===== config.mk =====
export PLATFORM = sky130hd
export DESIGN_NAME = sfs_spi_top
export DESIGN_NICKNAME = d
export VERILOG_FILES = /design/src/sfs_pkg.sv /design/src/sfs_stream_if.sv /design/src/sfs_fifo.sv /design/src/sfs_addr_map.sv /design/src/sfs_spi_top.sv
export SDC_FILE = /design/constraint.sdc
export NUM_CORES = 1
export LEC_CHECK = 0
export BUFFER_PORTS_ARGS = -buffer_cell sky130_fd_sc_hd__buf_4
export CAP_MARGIN = 40
export CORE_MARGIN = 1
export CORE_UTILIZATION = 35
export DETAILED_ROUTE_END_ITERATION = 12
export SLEW_MARGIN = 20
export SYNTH_ARGS = -nofsm -noshare
export SYNTH_HDL_FRONTEND = slang
export SYNTH_SLANG_ARGS = --single-unit

===== constraint.sdc =====
create_clock -name sys_clk_i -period 7.03 [get_ports sys_clk_i]
set_input_delay 1.406 -clock sys_clk_i [delete_from_list [all_inputs] [get_ports sys_clk_i]]
set_output_delay 1.406 -clock sys_clk_i [all_outputs]
set_load 0.02 [all_outputs]

===== src/sfs_pkg.sv =====
// shared constants and types for the serial flash spi front end
package sfs_pkg;
    // command codes
    localparam logic [7:0] CMD_WR_EN      = 8'h06;
    localparam logic [7:0] CMD_WR_DIS     = 8'h04;
    localparam logic [7:0] CMD_RD_STATUS  = 8'h05;
    localparam logic [7:0] CMD_WR_STATUS  = 8'h01;
    localparam logic [7:0] CMD_RD_DATA    = 8'h03;
    localparam logic [7:0] CMD_RD_FAST    = 8'h0B;
    localparam logic [7:0] CMD_RD_DUAL    = 8'h3B;
    localparam logic [7:0] CMD_PROG_PAGE  = 8'h02;
    localparam logic [7:0] CMD_ERASE_SECT = 8'h20;
    localparam logic [7:0] CMD_ERASE_B32  = 8'h52;
    localparam logic [7:0] CMD_ERASE_B64  = 8'hD8;
    localparam logic [7:0] CMD_ERASE_ALL  = 8'h60;
    localparam logic [7:0] CMD_ERASE_ALL2 = 8'hC7;
    // memory organisation
    localparam int PAGE_BYTES  = 256;
    localparam int SECT_BYTES  = 4096;
    localparam int SECT_SHIFT  = 12;
    localparam int BLK32_BYTES = 32768;
    localparam int BLK64_BYTES = 65536;
    localparam int CAP_LARGE   = 131072;
    localparam int CAP_SMALL   = 65536;
    localparam int ADDR_W      = 24;
    // serial framing
    localparam logic [2:0] BYTE_LAST = 3'h7;
    localparam logic [2:0] DUAL_LAST = 3'h3;
    localparam logic [1:0] ADDR_LAST = 2'h2;
    // status byte fields
    localparam int ST_SRP  = 7;
    localparam int ST_BP_H = 4;
    localparam int ST_BP_L = 2;
    localparam int ST_WEL  = 1;
    localparam int ST_WIP  = 0;
    // request word: op | address | data
    localparam int REQ_W      = 36;
    localparam int REQ_OP_L   = 32;
    localparam int REQ_ADDR_L = 8;
    typedef enum logic [3:0] {
        OP_PROG       = 4'h1,
        OP_ERASE_SECT = 4'h2,
        OP_ERASE_B32  = 4'h3,
        OP_ERASE_B64  = 4'h4,
        OP_ERASE_ALL  = 4'h5
    } sfs_op_type;
    typedef enum logic [2:0] {
        ST_CMD   = 3'b000,
        ST_ADDR  = 3'b001,
        ST_DUMMY = 3'b010,
        ST_RDATA = 3'b011,
        ST_WDATA = 3'b100,
        ST_SKIP  = 3'b101
    } sfs_state_type;
endpackage


===== src/sfs_stream_if.sv =====
// valid/ready word channel between the front end and its fifo
`timescale 1ns/1ps
interface sfs_stream_if #(parameter int W = 36);
    logic         valid;
    logic         ready;
    logic [W-1:0] data;
    modport src (output valid, output data, input ready);
    modport snk (input valid, input data, output ready);
endinterface


===== src/sfs_fifo.sv =====
// flip-flop fifo with valid/ready on both sides
`timescale 1ns/1ps
module sfs_fifo #(
    parameter int W     = 36,
    parameter int DEPTH = 8
) (
    // clock and reset
    input  wire logic   sys_clk_i,
    input  wire logic   resetn_i,
    // fill and drain sides
    sfs_stream_if.snk   in_s,
    sfs_stream_if.src   out_s
);
    localparam int AW = $clog2(DEPTH);
    localparam logic [AW-1:0] PTR_LAST = AW'(DEPTH - 1);
    localparam logic [AW:0]   CNT_FULL = (AW + 1)'(DEPTH);

    logic [W-1:0]  mem_r [DEPTH];
    logic [AW-1:0] wr_ptr_r;
    logic [AW-1:0] rd_ptr_r;
    logic [AW:0]   cnt_r;
    logic          push;
    logic          pop;

    assign in_s.ready  = (cnt_r != CNT_FULL);
    assign out_s.valid = (cnt_r != '0);
    assign out_s.data  = mem_r[rd_ptr_r];
    assign push        = in_s.valid & in_s.ready;
    assign pop         = out_s.valid & out_s.ready;

    always_ff @(posedge sys_clk_i) begin
        if (push) begin
            mem_r[wr_ptr_r] <= in_s.data;
        end
    end

    always_ff @(posedge sys_clk_i) begin
        if (!resetn_i) begin
            wr_ptr_r <= '0;
            rd_ptr_r <= '0;
            cnt_r    <= '0;
        end else begin
            if (push) begin
                wr_ptr_r <= (wr_ptr_r == PTR_LAST) ? '0 : wr_ptr_r + 1'b1;
            end
            if (pop) begin
                rd_ptr_r <= (rd_ptr_r == PTR_LAST) ? '0 : rd_ptr_r + 1'b1;
            end
            if (push && !pop) begin
                cnt_r <= cnt_r + 1'b1;
            end else if (pop && !push) begin
                cnt_r <= cnt_r - 1'b1;
            end
        end
    end
endmodule


===== src/sfs_addr_map.sv =====
// address decode: region bases and block-protect check
`timescale 1ns/1ps
module sfs_addr_map import sfs_pkg::*; #(
    parameter int CAP_BYTES = CAP_LARGE
) (
    // address and protect level
    input  wire logic [ADDR_W-1:0] addr_i,
    input  wire logic [2:0]        bp_i,
    // decode results
    output logic                   prot_o,
    output logic [ADDR_W-1:0]      sect_base_o,
    output logic [ADDR_W-1:0]      b32_base_o,
    output logic [ADDR_W-1:0]      b64_base_o
);
    localparam int SECTS = CAP_BYTES / SECT_BYTES;
    localparam logic [ADDR_W-1:0] CAP_MASK = ADDR_W'(CAP_BYTES - 1);
    localparam logic [11:0] LIM_ALL = 12'(SECTS);

    logic [ADDR_W-1:0] a;
    logic [11:0]       lim;

    assign a           = addr_i & CAP_MASK;
    assign sect_base_o = a & ~ADDR_W'(SECT_BYTES - 1);
    assign b32_base_o  = a & ~ADDR_W'(BLK32_BYTES - 1);
    assign b64_base_o  = a & ~ADDR_W'(BLK64_BYTES - 1);

    // protected area is always the lower sectors
    always_comb begin
        unique case (bp_i)
            3'h0:    lim = '0;
            3'h1:    lim = 12'(SECTS - SECTS / 16);
            3'h2:    lim = 12'(SECTS - SECTS / 8);
            3'h3:    lim = 12'(SECTS - SECTS / 4);
            3'h4:    lim = (SECTS > 16) ? 12'(SECTS / 2) : LIM_ALL;
            default: lim = LIM_ALL;
        endcase
    end

    assign prot_o = (a[ADDR_W-1:SECT_SHIFT] < lim);
endmodule


===== src/sfs_spi_top.sv =====
// serial flash spi front end: pin sampling, command decode, request fifo
`timescale 1ns/1ps
module sfs_spi_top import sfs_pkg::*; #(
    parameter int CAP_BYTES  = CAP_LARGE,
    parameter int FIFO_DEPTH = 8
) (
    // clock and reset
    input  wire logic              sys_clk_i,
    input  wire logic              resetn_i,
    // serial pins
    input  wire logic              sclk_i,
    input  wire logic              cs_n_i,
    input  wire logic              wp_n_i,
    input  wire logic              dual_lane_zero_i,
    output logic                   dual_lane_zero_o,
    output logic                   dual_lane_zero_oe_n_o,
    output logic                   dual_lane_one_o,
    output logic                   dual_lane_one_oe_n_o,
    // array read port
    output logic [ADDR_W-1:0]      rd_addr_o,
    input  wire logic [7:0]        rd_data_i,
    input  wire logic              wip_i,
    // array write/erase requests
    output logic                   req_valid_o,
    input  wire logic              req_ready_i,
    output logic [3:0]             req_op_o,
    output logic [ADDR_W-1:0]      req_addr_o,
    output logic [7:0]             req_data_o,
    // status
    output logic                   wel_o,
    output logic                   srp_o,
    output logic [2:0]             block_protect_bits_o,
    output logic                   overrun_o
);
    localparam logic [ADDR_W-1:0] CAP_MASK = ADDR_W'(CAP_BYTES - 1);

    // pin synchronisers
    logic [2:0]        sclk_sync_r;
    logic [2:0]        cs_sync_r;
    logic [1:0]        din_sync_r;
    logic [1:0]        wp_sync_r;
    logic              rise;
    logic              fall;
    logic              sel;
    logic              desel_edge;
    logic              din;
    logic              wp_low;
    // shift engine
    sfs_state_type     state_r;
    logic [2:0]        bit_cnt_r;
    logic [1:0]        addr_cnt_r;
    logic [6:0]        rx_sh_r;
    logic [7:0]        cmd_r;
    logic [ADDR_W-1:0] addr_r;
    logic [7:0]        st_byte_r;
    logic              dual_r;
    logic [7:0]        byte_in;
    logic              last_bit;
    logic              byte_done;
    logic              start_rd;
    // output lanes
    logic [7:0]        tx_sh_r;
    logic              load_pend_r;
    logic              out0_r;
    logic              out1_r;
    logic              oe0_n_r;
    logic              oe1_n_r;
    logic [7:0]        tx_src;
    logic [7:0]        status;
    // control bits
    logic              wel_r;
    logic              srp_r;
    logic [2:0]        bp_r;
    logic              overrun_r;
    logic              frame_ok;
    logic              pp_end;
    // decode and requests
    logic              prot;
    logic [ADDR_W-1:0] sect_base;
    logic [ADDR_W-1:0] b32_base;
    logic [ADDR_W-1:0] b64_base;
    logic              push_valid;
    logic [3:0]        push_op;
    logic [ADDR_W-1:0] push_addr;
    logic              req_valid_r;
    logic [3:0]        req_op_r;
    logic [ADDR_W-1:0] req_addr_r;
    logic [7:0]        req_data_r;

    sfs_stream_if #(.W(REQ_W)) push_if ();
    sfs_stream_if #(.W(REQ_W)) pop_if ();

    // chip select idles high; write-protect idles high until sampled
    always_ff @(posedge sys_clk_i) begin
        if (!resetn_i) begin
            sclk_sync_r <= '0;
            cs_sync_r   <= '1;
            din_sync_r  <= '0;
            wp_sync_r   <= '1;
        end else begin
            sclk_sync_r <= {sclk_sync_r[1:0], sclk_i};
            cs_sync_r   <= {cs_sync_r[1:0], cs_n_i};
            din_sync_r  <= {din_sync_r[0], dual_lane_zero_i};
            wp_sync_r   <= {wp_sync_r[0], wp_n_i};
        end
    end

    // edges only; the idle level of the clock is irrelevant
    assign rise       = sclk_sync_r[1] & ~sclk_sync_r[2];
    assign fall       = ~sclk_sync_r[1] & sclk_sync_r[2];
    assign sel        = ~cs_sync_r[1];
    assign desel_edge = cs_sync_r[1] & ~cs_sync_r[2];
    assign din        = din_sync_r[1];
    assign wp_low     = ~wp_sync_r[1];

    assign byte_in   = {rx_sh_r, din};
    assign last_bit  = (state_r == ST_RDATA && dual_r) ? (bit_cnt_r == DUAL_LAST)
                                                      : (bit_cnt_r == BYTE_LAST);
    assign byte_done = sel & rise & last_bit;

    // bit receiver, msb first
    always_ff @(posedge sys_clk_i) begin
        if (!resetn_i || !sel) begin
            bit_cnt_r <= '0;
            rx_sh_r   <= '0;
        end else if (rise) begin
            rx_sh_r   <= byte_in[6:0];
            bit_cnt_r <= last_bit ? '0 : bit_cnt_r + 1'b1;
        end
    end

    // command sequencer
    always_ff @(posedge sys_clk_i) begin
        if (!resetn_i) begin
            state_r    <= ST_CMD;
            cmd_r      <= '0;
            addr_cnt_r <= '0;
            addr_r     <= '0;
            st_byte_r  <= '0;
            dual_r     <= 1'b0;
        end else if (!sel) begin
            state_r <= ST_CMD;
            dual_r  <= 1'b0;
        end else if (byte_done) begin
            unique case (state_r)
                ST_CMD: begin
                    cmd_r      <= byte_in;
                    addr_cnt_r <= '0;
                    unique case (byte_in)
                        CMD_RD_DATA, CMD_RD_FAST, CMD_RD_DUAL, CMD_PROG_PAGE,
                        CMD_ERASE_SECT, CMD_ERASE_B32, CMD_ERASE_B64:
                            state_r <= ST_ADDR;
                        CMD_RD_STATUS: state_r <= ST_RDATA;
                        CMD_WR_STATUS: state_r <= ST_WDATA;
                        default:       state_r <= ST_SKIP;
                    endcase
                end
                ST_ADDR: begin
                    addr_r     <= {addr_r[ADDR_W-9:0], byte_in};
                    addr_cnt_r <= addr_cnt_r + 1'b1;
                    if (addr_cnt_r == ADDR_LAST) begin
                        unique case (cmd_r)
                            CMD_RD_DATA:               state_r <= ST_RDATA;
                            CMD_RD_FAST, CMD_RD_DUAL:  state_r <= ST_DUMMY;
                            CMD_PROG_PAGE:             state_r <= ST_WDATA;
                            default:                   state_r <= ST_SKIP;
                        endcase
                    end
                end
                ST_DUMMY: begin
                    state_r <= ST_RDATA;
                    dual_r  <= (cmd_r == CMD_RD_DUAL);
                end
                ST_RDATA: begin
                    addr_r <= (addr_r + 1'b1) & CAP_MASK;
                end
                ST_WDATA: begin
                    if (cmd_r == CMD_PROG_PAGE) begin
                        addr_r[7:0] <= addr_r[7:0] + 1'b1;
                    end else begin
                        st_byte_r <= byte_in;
                        state_r   <= ST_SKIP;
                    end
                end
                default: state_r <= ST_SKIP;
            endcase
        end
    end

    assign rd_addr_o = addr_r;

    always_comb begin
        status          = '0;
        status[ST_SRP]  = srp_r;
        status[ST_BP_H:ST_BP_L] = bp_r;
        status[ST_WEL]  = wel_r;
        status[ST_WIP]  = wip_i;
    end

    assign start_rd = byte_done &&
        ((state_r == ST_CMD && byte_in == CMD_RD_STATUS) ||
         (state_r == ST_ADDR && addr_cnt_r == ADDR_LAST && cmd_r == CMD_RD_DATA) ||
         state_r == ST_DUMMY || state_r == ST_RDATA);

    // new byte fetched at the fall so the array has half a clock to answer
    assign tx_src = !load_pend_r ? tx_sh_r :
                    (cmd_r == CMD_RD_STATUS) ? status : rd_data_i;

    // output lanes change on falling edges and return to idle on deselect
    always_ff @(posedge sys_clk_i) begin
        if (!resetn_i || !sel) begin
            load_pend_r <= 1'b0;
            tx_sh_r     <= '0;
            out0_r      <= 1'b0;
            out1_r      <= 1'b0;
            oe0_n_r     <= 1'b1;
            oe1_n_r     <= 1'b1;
        end else begin
            if (start_rd) begin
                load_pend_r <= 1'b1;
            end
            if (fall && (load_pend_r || !oe1_n_r)) begin
                load_pend_r <= 1'b0;
                oe1_n_r     <= 1'b0;
                out1_r      <= tx_src[7];
                if (dual_r) begin
                    out0_r  <= tx_src[6];
                    oe0_n_r <= 1'b0;
                    tx_sh_r <= {tx_src[5:0], 2'b00};
                end else begin
                    tx_sh_r <= {tx_src[6:0], 1'b0};
                end
            end
        end
    end

    assign dual_lane_zero_o      = out0_r;
    assign dual_lane_zero_oe_n_o = oe0_n_r;
    assign dual_lane_one_o       = out1_r;
    assign dual_lane_one_oe_n_o  = oe1_n_r;

    sfs_addr_map #(.CAP_BYTES(CAP_BYTES)) u_map (
        .addr_i      (addr_r),
        .bp_i        (bp_r),
        .prot_o      (prot),
        .sect_base_o (sect_base),
        .b32_base_o  (b32_base),
        .b64_base_o  (b64_base)
    );

    // commands without data run only if the frame ends on a byte boundary
    assign frame_ok = desel_edge && state_r == ST_SKIP && bit_cnt_r == '0;
    assign pp_end   = desel_edge && state_r == ST_WDATA && bit_cnt_r == '0 &&
                      cmd_r == CMD_PROG_PAGE;

    always_comb begin
        push_valid = 1'b0;
        push_op    = OP_PROG;
        push_addr  = addr_r & CAP_MASK;
        if (byte_done && state_r == ST_WDATA && cmd_r == CMD_PROG_PAGE) begin
            push_valid = wel_r && !prot;
        end else if (frame_ok && wel_r) begin
            unique case (cmd_r)
                CMD_ERASE_SECT: begin
                    push_valid = !prot;
                    push_op    = OP_ERASE_SECT;
                    push_addr  = sect_base;
                end
                CMD_ERASE_B32: begin
                    push_valid = !prot;
                    push_op    = OP_ERASE_B32;
                    push_addr  = b32_base;
                end
                CMD_ERASE_B64: begin
                    push_valid = !prot;
                    push_op    = OP_ERASE_B64;
                    push_addr  = b64_base;
                end
                CMD_ERASE_ALL, CMD_ERASE_ALL2: begin
                    push_valid = (bp_r == '0);
                    push_op    = OP_ERASE_ALL;
                    push_addr  = '0;
                end
                default: push_valid = 1'b0;
            endcase
        end
    end

    assign push_if.valid = push_valid;
    assign push_if.data  = {push_op, push_addr, byte_in};

    // write-enable latch and status bits
    always_ff @(posedge sys_clk_i) begin
        if (!resetn_i) begin
            wel_r     <= 1'b0;
            srp_r     <= 1'b0;
            bp_r      <= '0;
            overrun_r <= 1'b0;
        end else begin
            if (push_valid && !push_if.ready) begin
                overrun_r <= 1'b1;
            end
            if (pp_end) begin
                wel_r <= 1'b0;
            end else if (frame_ok) begin
                unique case (cmd_r)
                    CMD_WR_EN:  wel_r <= 1'b1;
                    CMD_WR_DIS: wel_r <= 1'b0;
                    CMD_WR_STATUS: begin
                        wel_r <= 1'b0;
                        if (wel_r && !(srp_r && wp_low)) begin
                            srp_r <= st_byte_r[ST_SRP];
                            bp_r  <= st_byte_r[ST_BP_H:ST_BP_L];
                        end
                    end
                    CMD_ERASE_SECT, CMD_ERASE_B32, CMD_ERASE_B64,
                    CMD_ERASE_ALL, CMD_ERASE_ALL2:
                        wel_r <= 1'b0;
                    default: wel_r <= wel_r;
                endcase
            end
        end
    end

    sfs_fifo #(.W(REQ_W), .DEPTH(FIFO_DEPTH)) u_fifo (
        .sys_clk_i (sys_clk_i),
        .resetn_i  (resetn_i),
        .in_s      (push_if.snk),
        .out_s     (pop_if.src)
    );

    // registered request output stage
    assign pop_if.ready = !req_valid_r || req_ready_i;

    always_ff @(posedge sys_clk_i) begin
        if (!resetn_i) begin
            req_valid_r <= 1'b0;
            req_op_r    <= '0;
            req_addr_r  <= '0;
            req_data_r  <= '0;
        end else if (pop_if.ready) begin
            req_valid_r <= pop_if.valid;
            if (pop_if.valid) begin
                req_op_r   <= pop_if.data[REQ_W-1:REQ_OP_L];
                req_addr_r <= pop_if.data[REQ_OP_L-1:REQ_ADDR_L];
                req_data_r <= pop_if.data[REQ_ADDR_L-1:0];
            end
        end
    end

    assign req_valid_o          = req_valid_r;
    assign req_op_o             = req_op_r;
    assign req_addr_o           = req_addr_r;
    assign req_data_o           = req_data_r;
    assign wel_o                = wel_r;
    assign srp_o                = srp_r;
    assign block_protect_bits_o = bp_r;
    assign overrun_o            = overrun_r;
endmodule


==> results.md <==
* Status: finished clean
* Post-synth top area share at 46.72%
* Drt via density at 5.198
* First-pass GRT wire length at 49.76 mm
* Final std cells w/o fill at 1673
* CORE AREA at 40190 um2
* Commonest non-fill, non-tap cell in the layout: edfxtp_1
* Synth Flop Type: edfxtp_1
* Full die area at 41950 um2
* Stages on worst setup path at 13
* Total Power at 5.175 mW
* Port Buffer Count at 78
* Worst Skew at 16.52 ps
* Gates resized, CTS repair at 0
* Post-Route WL at 32.11 mm
* Final WS setup at 3280 ps
* Least-Margin Pin Slew at 826.7 ps
* Critical-path cell list: nor3b_1, nand3_1, nor3b_1, o221ai_1, a21oi_4, ha_1, inv_1, ha_1, a21o_1, a21oi_1, xnor2_1, or3_1, a21boi_0
* Post-route setup TNS at 0 ps
* Power per cell area at 308.6 nW/um2
* Slew margin rel. at 44.89%
* Hold_buf cts at 0
* Hold-critical path depth at 1
* WP data arrival at 4200 ps
* Setup-failing EPs final at 0
* Dpl ws at 3019 ps
* Skew-Pair Late Insertion Delay at 530 ps
* Detailed Route Iter0 Violations at 598
* Num rows at 73
* Area of the mapped netlist at 14400 um2
* Post-synth EDFFs at 224
* Critical Path Start: state_r[2]
* ANT nets after route at 0
* Layout area overhead at 16.50%
* GRT Util Overall at 15.53%
* GRT overflow at 0
* Setup Buffers After CTS at 0
* Clock sink count at 343
* DR WL/cell at 19.19 um
* Crit-path slowest cell: dfxtp_1
* Synth area leaders: edfxtp_1 47%, dfxtp_1 17%, mux4_2 8.8%, mux2i_1 4.2%, nor2_1 2.3%
* Distinct cells, synth at 72
* Antenna diodes at 0
* Top delay family on crit path: simple AND/OR/NAND/NOR gates
* RSZ-0062 raised after global routing: no
* Critical Path RT at 7480 ps
* CTS tree: yes
* Static Leak at 5.499 nW
* Num CTS Buffers at 36
* HPWL Detailed at 20.08 mm
* Via count at 8696
* Synthesized flop and latch total at 343
* Placed cells at 1605
* R2R Path Start: state_r[2]
* Most frequent cells in the layout: 224 x edfxtp_1, 116 x dfxtp_1, 92 x buf_4, 90 x nor2_1
* Largest net degree at the start of global routing at 60
* Hold Fails Final Rpt at 0
* Max cap viols at 0
* RePlAce Congestion at 0.8381
* DR pass1 iterations at 5
* Share of cells above drive strength 1 at 20.47%
* Crit-path max cell delay at 570 ps
* Net count, final at 1151
* Number of H-tree levels at 2
* CP Buf/Inv Count at 1
* Residual DRC at 0
* Worst Hold Class: reg2reg
* Synth warn at 0
* Fin. max-slew vios at 0
* Die X at 204.8 um
* Startpoint Class: register
* Clk buf depth at 3
* Initial core utilization at 35.82%
* Period utilisation layout at 53.35%
* Fillers at 3699
* Crit path to: u_fifo.cnt_r[3]
* Synthesized instance count at 1055
* Critical path fanouts, max at 13
* Setup CP Type: reg2reg
* Post-synthesis async set-or-reset flop share at 0%
* Register Area at 9117 um2
* Initial antenna violation count at 0
* Max Freq at 0.2666 GHz
* Multi-input logic area at 4943 um2
* Post-synthesis sequential area ratio at 63.27%
* Clock Tree Root: clkbuf_16
* CTS clock-pin slew for the worst setup and hold paths at 60 ps
* Tmin final at 3750 ps
* Cell taking the most area after synthesis: edfxtp_1
* Critical R2R Capture: u_fifo.cnt_r[3]
* FF-to-FF setup slack at 3280 ps
* Reg2Reg Depth at 13
* Peak VDD IR at 176.8 uV
* Crit end category: register
* Die Span Y at 204.8 um
* Avg Synthesized Cell Area at 13.65 um2
* Io pins at 87
* Vias in the first global route at 8603
## Yosys cell counts (all sizes together), types with 5 or more instances
cell type    n
mux2i       60
nand2b      13
nor2        90
o21ai       30
or3          7
ha          14
a21oi       53
and4b        5
clkbuf      55
buf         24
mux4        56
nor3        18
a31oi        8
a21boi       7
a211oi      34
nand2       60
nand3       17
dfxtp      119
nor2b       28
and2        16
xor2         6
nand3b       7
inv         12
and3         7
nor4        11
edfxtp     224
## flip-flops by register name, summed over array words and instances, names as in the netlist, 4 cells and up
name / count
req_data_o: 8
rx_sh_r: 7
rd_addr_o: 24
u_fifo.mem_r: 224
req_addr_o: 17
st_byte_r: 4
cmd_r: 8
u_fifo.cnt_r: 4
tx_sh_r: 7
## cell families (layout without fill, tap and decap cells)
kind of cell | count (synthesis) | after routing | synth area share [%]
xor gates and xnor gates | 10 | 10 | 0.6084
buffers and inverters | 91 | 177 | 2.729
adders and majority gates | 15 | 15 | 1.356
AOI/OAI and AO/OA | 172 | 172 | 7.813
other | 1 | 8 | 0.02605
DFF | 343 | 343 | 63.27
and+or+nand+nor | 307 | 307 | 11.26
muxes | 116 | 116 | 12.93
## worst min path at each step
stage | from | endpoint | slack, ps
2_1_floorplan | cs_sync_r[0] | cs_sync_r[1] | 390
3_3_place_gp | wp_sync_r[0] | wp_sync_r[1] | 390
3_5_place_dp | wp_sync_r[0] | wp_sync_r[1] | 400
4_1_cts | wp_sync_r[0] | wp_sync_r[1] | 420
5_1_grt | wp_sync_r[0] | wp_sync_r[1] | 430
6_report | wp_sync_r[0] | wp_sync_r[1] | 420
## power by group
| group | switching (mW) | internal [mW] |
|---|---|---|
| Sequential | 0.106 | 2.22 |
| Clock | 0.782 | 1.16 |
| Combinational | 0.485 | 0.421 |
| Total | 1.37 | 3.80 |
## per-layer routing
layer / GRT usage, % / wire (um) / up-vias
li1: - / - / 4123
met1: 21.63 / 15150 / 4314
met2: 25.01 / 14920 / 214
met3: 2.434 / 1457 / 45
met4: 4.344 / 572 / 0
met5: 0 / 0 / -
## area by class of cell
type / count / share of cell area, %
timing repair buffer: 99 / 4.730
inverter: 12 / 0.2686
sequential: 343 / 54.36
tap: 525 / 3.916
clock inverter: 16 / 1.253
multi-input combinational: 628 / 29.47
clock buffer: 50 / 5.998
## metrics by stage
step           util, %  hold slack, ps  instance area (um2)
2_1_floorplan        -           386.3                14420
3_3_place_gp     38.43           394.6                15450
3_5_place_dp     38.66           404.4                15540
4_1_cts          41.69           418.5                16750
5_1_grt          41.73           428.7                16770
6_report         41.73           416.1                16770
(Power assumes the default switching activity.)
